File: src/hdl/uv_irq_consts.vh
// Register map, field positions, reset values and timing counts of the UV index
// interrupt, threshold, status and output block. Definitions only.
`ifndef UV_IRQ_CONSTS_VH
`define UV_IRQ_CONSTS_VH

// Register addresses (7-bit serial register address).
`define ADDR_CTRL1        7'h20
`define ADDR_CTRL2        7'h21
`define ADDR_CTRL3        7'h22
`define ADDR_IRQ_SETUP    7'h23
`define ADDR_EVENT_FLAGS  7'h24
`define ADDR_THRESHOLD    7'h25
`define ADDR_STATUS       7'h27
`define ADDR_RESULT       7'h28

// Reset values.
`define RST_REG8          8'h00

// Control register 1 fields.
`define CTRL1_RATE_BIT    0
// Control register 2 fields.
`define CTRL2_SHOT_BIT    0
// Control register 3 fields.
`define CTRL3_SEL_LO      0
`define CTRL3_SEL_HI      1
`define CTRL3_OD_BIT      6
`define CTRL3_POL_BIT     7
// Interrupt setup fields.
`define SETUP_HIGH_EN_BIT 0
`define SETUP_LOW_EN_BIT  1
`define SETUP_LATCH_BIT   2
`define SETUP_GEN_EN_BIT  3
// Event flag fields.
`define FLAG_HIGH_BIT     0
`define FLAG_LOW_BIT      1
`define FLAG_ACTIVE_BIT   2
// Status fields.
`define STATUS_AVAIL_BIT  0

// Pin source select codes.
`define SEL_DATA_READY    2'h0
`define SEL_HIGH          2'h1
`define SEL_LOW           2'h2
`define SEL_HIGH_OR_LOW   2'h3

// Timing: sample period in ms and clock frequency in Hz.
`define SAMPLE_PERIOD_MS  1000
`define MCLK_HZ           25000000
`define SAMPLE_PERIOD_CYC ((`MCLK_HZ / 1000) * `SAMPLE_PERIOD_MS)

`endif

File: src/hdl/sample_tick.v
// Divider that issues a one-cycle enable pulse once per sample period.
// Assumes mclk is the single block clock; the count runs only while enabled.
`timescale 1ns/1ps
module sample_tick #(
	parameter PERIOD_CYC = 25000000
) (
	// Clock and reset
	input  wire mclk,
	input  wire reset_n,
	// Control
	input  wire enable,
	// Pulse
	output reg  tick
);
	reg [31:0] count_q;

	always @(posedge mclk or negedge reset_n) begin
		if (!reset_n) begin
			count_q <= 32'h00000000;
			tick    <= 1'b0;
		end else if (!enable) begin
			count_q <= 32'h00000000;
			tick    <= 1'b0;
		end else if (count_q == PERIOD_CYC - 1) begin
			count_q <= 32'h00000000;
			tick    <= 1'b1;
		end else begin
			count_q <= count_q + 32'h00000001;
			tick    <= 1'b0;
		end
	end
endmodule

File: src/hdl/uv_irq_regs.v
// Interrupt, threshold, status and output registers of a UV index sensor.
// Assumes the serial interface decodes accesses into one-cycle read and write
// strobes on mclk, and the measurement path returns a sample with a valid pulse.
// Function
// Threshold interrupts exist only while the generation enable bit is set.
// With latch set, event flags hold until read; otherwise they follow the condition.
// With low enable set, a sample below the threshold raises a low request.
// With high enable set, a sample above the threshold raises a high request.
// Bit 2 of the event flags shows that one or more events were generated.
// Bit 1 of the event flags shows a low event, reset 0.
// Bit 0 of the event flags shows a high event, reset 0.
// The host-written 8-bit threshold serves both comparisons.
// Status bit 0 is set each time a new sample is available.
// Reading the result register clears the data-available flag.
// The measured UV index is readable as an 8-bit result register.
// The host writes zero to every fixed-zero configuration bit.
// A 2-bit select routes data ready, high, low or either to the pin.
// The pin is active high when the polarity bit is 0, active low when 1.
// Rate bit 1 samples continuously at 1 Hz; 0 selects one-shot mode.
// Writing 1 to the shot bit takes one sample, then the bit self-clears.
// The active flag is the OR of the event flags; a read clears latched flags.
`timescale 1ns/1ps
`include "uv_irq_consts.vh"
module uv_irq_regs #(
	parameter SAMPLE_PERIOD_CYC = `SAMPLE_PERIOD_CYC
) (
	// Clock and reset
	input  wire       mclk,
	input  wire       reset_n,
	// Register access from the serial interface
	input  wire [6:0] reg_addr,
	input  wire       reg_wr,
	input  wire [7:0] reg_wdata,
	input  wire       reg_rd,
	output reg  [7:0] reg_rdata,
	// Measurement path
	output reg        sample_start,
	input  wire       sample_valid,
	input  wire [7:0] sample_value,
	// Interrupt pin
	output reg        irq_pin,
	output reg        irq_pin_oe
);
	reg [7:0] ctrl1_q;
	reg [7:0] ctrl2_q;
	reg [7:0] ctrl3_q;
	reg [7:0] irq_setup_q;
	reg [7:0] threshold_value_q;
	reg       high_event_flag_q;
	reg       low_event_flag_q;
	reg       sample_available_flag_q;
	reg [7:0] uv_index_result_q;
	reg       busy_q;
	wire      tick;

	wire continuous_rate_enable = ctrl1_q[`CTRL1_RATE_BIT];
	wire one_shot_req           = ctrl2_q[`CTRL2_SHOT_BIT];
	wire irq_generation_enable  = irq_setup_q[`SETUP_GEN_EN_BIT];
	wire irq_latch_select       = irq_setup_q[`SETUP_LATCH_BIT];
	wire low_event_enable       = irq_setup_q[`SETUP_LOW_EN_BIT];
	wire high_event_enable      = irq_setup_q[`SETUP_HIGH_EN_BIT];
	wire [1:0] pin_sel          = ctrl3_q[`CTRL3_SEL_HI:`CTRL3_SEL_LO];
	wire pin_low_active         = ctrl3_q[`CTRL3_POL_BIT];
	wire pin_open_drain         = ctrl3_q[`CTRL3_OD_BIT];

	wire wr_ctrl1  = reg_wr && (reg_addr == `ADDR_CTRL1);
	wire wr_ctrl2  = reg_wr && (reg_addr == `ADDR_CTRL2);
	wire wr_ctrl3  = reg_wr && (reg_addr == `ADDR_CTRL3);
	wire wr_setup  = reg_wr && (reg_addr == `ADDR_IRQ_SETUP);
	wire wr_thresh = reg_wr && (reg_addr == `ADDR_THRESHOLD);
	wire rd_flags  = reg_rd && (reg_addr == `ADDR_EVENT_FLAGS);
	wire rd_result = reg_rd && (reg_addr == `ADDR_RESULT);

	// Comparisons against the sample arriving now.
	wire gen_ok   = irq_generation_enable;
	wire high_now = gen_ok && high_event_enable && (sample_value > threshold_value_q);
	wire low_now  = gen_ok && low_event_enable && (sample_value < threshold_value_q);
	wire irq_active_flag = high_event_flag_q | low_event_flag_q;

	sample_tick #(
		.PERIOD_CYC (SAMPLE_PERIOD_CYC)
	) u_tick (
		.mclk    (mclk),
		.reset_n (reset_n),
		.enable  (continuous_rate_enable),
		.tick    (tick)
	);

	// Configuration registers; fixed-zero bits are stored as written.
	always @(posedge mclk or negedge reset_n) begin
		if (!reset_n) begin
			ctrl1_q           <= `RST_REG8;
			ctrl3_q           <= `RST_REG8;
			irq_setup_q       <= `RST_REG8;
			threshold_value_q <= `RST_REG8;
		end else begin
			if (wr_ctrl1)
				ctrl1_q <= reg_wdata;
			if (wr_ctrl3)
				ctrl3_q <= reg_wdata;
			if (wr_setup)
				irq_setup_q <= reg_wdata;
			if (wr_thresh)
				threshold_value_q <= reg_wdata;
		end
	end

	// Sample sequencing: periodic in continuous mode, single in one-shot mode.
	always @(posedge mclk or negedge reset_n) begin
		if (!reset_n) begin
			ctrl2_q      <= `RST_REG8;
			busy_q       <= 1'b0;
			sample_start <= 1'b0;
		end else begin
			sample_start <= 1'b0;
			if (wr_ctrl2)
				ctrl2_q <= reg_wdata;
			if (sample_valid) begin
				busy_q <= 1'b0;
				if (!wr_ctrl2)
					ctrl2_q[`CTRL2_SHOT_BIT] <= 1'b0;
			end else if (!busy_q && continuous_rate_enable && tick) begin
				busy_q       <= 1'b1;
				sample_start <= 1'b1;
			end else if (!busy_q && !continuous_rate_enable && one_shot_req) begin
				busy_q       <= 1'b1;
				sample_start <= 1'b1;
			end
		end
	end

	// Result, data-available and event flags.
	always @(posedge mclk or negedge reset_n) begin
		if (!reset_n) begin
			uv_index_result_q       <= `RST_REG8;
			sample_available_flag_q <= 1'b0;
			high_event_flag_q       <= 1'b0;
			low_event_flag_q        <= 1'b0;
		end else begin
			if (sample_valid)
				uv_index_result_q <= sample_value;
			if (sample_valid)
				sample_available_flag_q <= 1'b1;
			else if (rd_result)
				sample_available_flag_q <= 1'b0;
			if (!gen_ok) begin
				high_event_flag_q <= 1'b0;
				low_event_flag_q  <= 1'b0;
			end else if (irq_latch_select) begin
				if (sample_valid && high_now)
					high_event_flag_q <= 1'b1;
				else if (rd_flags)
					high_event_flag_q <= 1'b0;
				if (sample_valid && low_now)
					low_event_flag_q <= 1'b1;
				else if (rd_flags)
					low_event_flag_q <= 1'b0;
			end else if (sample_valid) begin
				high_event_flag_q <= high_now;
				low_event_flag_q  <= low_now;
			end
		end
	end

	// Read data, registered one cycle after the read strobe.
	always @(posedge mclk or negedge reset_n) begin
		if (!reset_n) begin
			reg_rdata <= `RST_REG8;
		end else if (reg_rd) begin
			case (reg_addr)
				`ADDR_CTRL1:       reg_rdata <= ctrl1_q;
				`ADDR_CTRL2:       reg_rdata <= ctrl2_q;
				`ADDR_CTRL3:       reg_rdata <= ctrl3_q;
				`ADDR_IRQ_SETUP:   reg_rdata <= irq_setup_q;
				`ADDR_EVENT_FLAGS: reg_rdata <= {5'h00, irq_active_flag, low_event_flag_q,
					high_event_flag_q};
				`ADDR_THRESHOLD:   reg_rdata <= threshold_value_q;
				`ADDR_STATUS:      reg_rdata <= {7'h00, sample_available_flag_q};
				`ADDR_RESULT:      reg_rdata <= uv_index_result_q;
				default:           reg_rdata <= 8'h00;
			endcase
		end
	end

	// Interrupt pin source, polarity and drive mode.
	reg pin_src;
	always @* begin
		case (pin_sel)
			`SEL_DATA_READY: pin_src = sample_available_flag_q;
			`SEL_HIGH:       pin_src = high_event_flag_q;
			`SEL_LOW:        pin_src = low_event_flag_q;
			default:         pin_src = irq_active_flag;
		endcase
	end

	always @(posedge mclk or negedge reset_n) begin
		if (!reset_n) begin
			irq_pin    <= 1'b0;
			irq_pin_oe <= 1'b1;
		end else begin
			irq_pin    <= pin_src ^ pin_low_active;
			irq_pin_oe <= pin_open_drain ? (pin_src ^ pin_low_active) == 1'b0 : 1'b1;
		end
	end
endmodule

File: config.mk
export PLATFORM = sky130hd
export DESIGN_NAME = uv_irq_regs
export DESIGN_NICKNAME = d
export VERILOG_FILES = /design/src/hdl/sample_tick.v /design/src/hdl/uv_irq_regs.v
export VERILOG_INCLUDE_DIRS = /design/src /design/src/hdl
export SDC_FILE = /design/constraint.sdc
export NUM_CORES = 1
export LEC_CHECK = 0
export ABC_AREA = 1
export BUFFER_PORTS_ARGS = -buffer_cell sky130_fd_sc_hd__buf_2
export CORE_MARGIN = 3
export CORE_UTILIZATION = 45
export CTS_CLUSTER_DIAMETER = 50
export CTS_CLUSTER_SIZE = 12
export DETAILED_ROUTE_END_ITERATION = 10
export PLACE_DENSITY = 0.72
export RECOVER_POWER = 100
export SYNTH_ARGS = -nofsm -noshare
export SYNTH_HDL_FRONTEND = slang
export SYNTH_SLANG_ARGS = --single-unit
File: constraint.sdc
create_clock -name mclk -period 4.5 [get_ports mclk]
set_input_delay 0.225 -clock mclk [delete_from_list [all_inputs] [get_ports mclk]]
set_output_delay 0.225 -clock mclk [all_outputs]
set_load 0.005 [all_outputs]
==> flow_metrics.py <==
metrics = {
    "clock_network": {
        "cts_root_buf": "clkbuf_16",
        "cts.path.max_buffers": 2,
        "cts_sinks": 96,
        "cts_tree": "done",
        "ctsHtreeMaxLevel": 3,
        "holdBufCountCts": 0,
        "cts_setup_buffers": 0,
        "numCtsBuffers": 9,
        "cts_resized": 0,
        "insertion_delay_ns": 0.34,
        "clk_pin_slew_ns": 0.06,
    },
    "synth": {
        "synthesis.nets": 692,
        "synth.cell_area_um2": 5240,
        "ys_seq_area_frac": 0.458,
        "netlist_instances": 655,
        "ys_types": 37,
        "synth_area_per_cell_um2": 8.01,
        "synth_seq_cells": 96,
        "yosys_warnings": 0,
    },
    "run": {
        "cap_violations": 1,
    },
    "run_status": {
        "status": "finished with violations",
        "violations": "hold timing, capacitance limit, slew limit",
    },
    "routing": {
        "first_pass_iters": 5,
        "ant_nets": 0,
        "routed_wl_um": 13200,
        "route.detailed.drc": 0,
        "drt_iter0_markers": 371,
        "routedWlPerCell_um": 15.8,
        "vias": 4466,
        "vias_per_cell": 5.34,
    },
    "global_route": {
        "grtUsageTotal": 0.214,
        "antenna_found_initial": 0,
        "grt_pass1_vias": 4310,
        "grt_pass1_wl_um": 21700,
        "globalRouteOverflowTotal": 0,
        "grt_max_degree": 66,
    },
    "cells_and_area": {
        "syn_to_final_growth_pct": 7.61,
        "regArea_um2": 2400,
        "multi_input_area_um2": 2320,
        "layout.cells.most_common": "nand2_1",
        "num_antenna_cells": 0,
        "layout_common_cells": "nand2_1 (203), dfrtp_1 (95), nor2_1 (86)",
        "fin_nets": 729,
        "n_fill_cell": 1111,
        "layout-drive-gt1-share": 0.0976,
    },
    "power_and_ir_drop": {
        "swShare": 0.242,
        "comb_power_share": 0.078,
        "p_int_mw": 1.41,
        "max-vdd-ir-drop_mv": 0.187,
        "clockPowerShare": 0.421,
        "p_per_area_nw_per_um2": 329,
        "power_mw": 1.86,
        "seq_power_share": 0.501,
        "power_switching_mw": 0.449,
        "leakage_nw": 2.67,
    },
    "placed_design": {
        "dp_hpwl_um": 9790,
        "place.gp.congestion": 0.997,
        "port_buffers": 38,
    },
    "worst_setup_path": {
        "end_kind": "flip-flop",
        "worstSetupPathType": "in -> reg",
        "r2r_start": "u_tick.count_q[0]",
        "cp_max_fo": 16,
        "crit_required_ns": 4.74,
        "worstSetupStartpointType": "input port",
        "cp.arrival_ns": 2.90,
        "crit_path_start": "reg_addr[0]",
    },
    "timing": {
        "post-route-min-period_ns": 2.66,
        "slew_headroom": -0.150,
        "min_period_over_period": 0.591,
        "whs_ns": -0.0188,
        "skew_ns": 0.00737,
        "finalSetupViolCount": 0,
        "max_clock_freq_mhz": 376,
        "report.final.slew_viol_count": 33,
        "setup_tns_ns": 0,
        "tightest_slew_ns": 1.73,
        "grt_setup_unrepaired": "no",
        "hold_viol_final": 19,
    },
    "die": {
        "die_width_um": 114,
        "io_pins": 39,
        "die_y_um": 114,
        "initial_core_util": 0.471,
        "die-area_um2": 13000,
        "num_rows": 38,
        "coreArea_um2": 11100,
    },
    "worst_hold_path": {
        "hp-class": "in -> async",
    },
}
-- logic make-up (layout without fill, tap and decap cells) --
logic type	count (synthesis)	count (layout)	synth area share
adder cells (fa/ha/maj)	9	9	0.0215
buffers and inverters	78	120	0.0673
AO/OA/AOI/OAI	60	60	0.0754
AND/OR/NAND/NOR	384	384	0.330
flip-flops	96	96	0.458
multiplexers	1	1	0.00191
XOR/XNOR	27	27	0.0451
-- cell type report --
type,count,area share
well taps,140,0.0310
multi-input cells,481,0.412
inverters,65,0.0432
flip-flops and latches,96,0.426
repair buffers,39,0.0333
clock buffers,11,0.0448
clock inverters,5,0.00976
-- worst paths after layout --
path / slack (ns) / depth (start not counted) / end
hold / removal: -0.02 / 1 / ctrl3_q[1]
min in group mclk: 0.11 / 3 / uv_index_result_q[1]
setup reg to reg: 2.60 / 8 / u_tick.count_q[6]
hold reg to reg: 0.45 / 1 / sample_start
setup / recovery: 1.84 / 6 / ctrl1_q[0]
max in group asynchronous: 2.42 / 2 / u_tick.count_q[1]
-- synth_stat cells (all sizes together) --
cell type    n  share of area
dfrtp       95           0.45
buf          9          0.018
inv         62          0.044
o22ai        1         0.0012
o21bai       1         0.0014
o21ai       50          0.063
ha           9          0.021
nand2      205           0.15
a21o         2         0.0029
a21oi        5         0.0048
nand3       54          0.061
nor2        91          0.071
xnor2        5         0.0084
clkinv       3         0.0021
nor3        18          0.027
nor4         4         0.0048
a22o         1         0.0017
nor3b        1         0.0014
and3         1         0.0012
dfstp        1         0.0050
mux2i        1         0.0019
clkbuf       4         0.0029
nand4       10          0.013
xor2        22          0.037
-- registers in the layout (all words and copies together), names as in the netlist, 8 cells and up --
name / count
threshold_value_q: 8
uv_index_result_q: 8
ctrl2_q: 8
ctrl3_q: 8
reg_rdata: 8
u_tick.count_q: 32
irq_setup_q: 8
ctrl1_q: 8
-- stage by stage --
stage	util	area, um2	worst slack (ns)	hold WS [ns]	cells
detailed placement	0.495	5510	2.45	0.381	821
floorplan	-	5240	3.06	-0.0706	655
global placement	0.495	5510	2.50	0.364	821
finish	0.507	5640	1.84	-0.0188	837
CTS	0.523	5820	2.66	0.00589	837
global route	0.507	5640	1.70	0.0426	837
-- routing by layer --
metal | GRT usage | vias up | routed length, um
li1 | - | 2164 | -
met1 | 0.295 | 2140 | 6010
met2 | 0.334 | 138 | 6110
met3 | 0.0334 | 24 | 760
met4 | 0.0958 | 0 | 318
met5 | 0 | - | 0
-- power groups by stage --
stage	combinational (mW)	clock, mW	sequential (mW)
2_1_floorplan	0.0957	0	0.937
3_3_place_gp	0.154	0	0.944
3_5_place_dp	0.159	0	0.946
4_1_cts	0.160	0.797	0.929
5_1_grt	0.166	0.834	0.934
6_report	0.145	0.780	0.930
-- critical path: stages --
cell and delay (ns):
clkbuf_1 0.14, nor2_1 0.17, clkinv_1 0.12, nor3_1 1.03
nand2_1 0.82, o21ai_0 0.39
No activity file was read; power rests on OpenSTA's default activity.
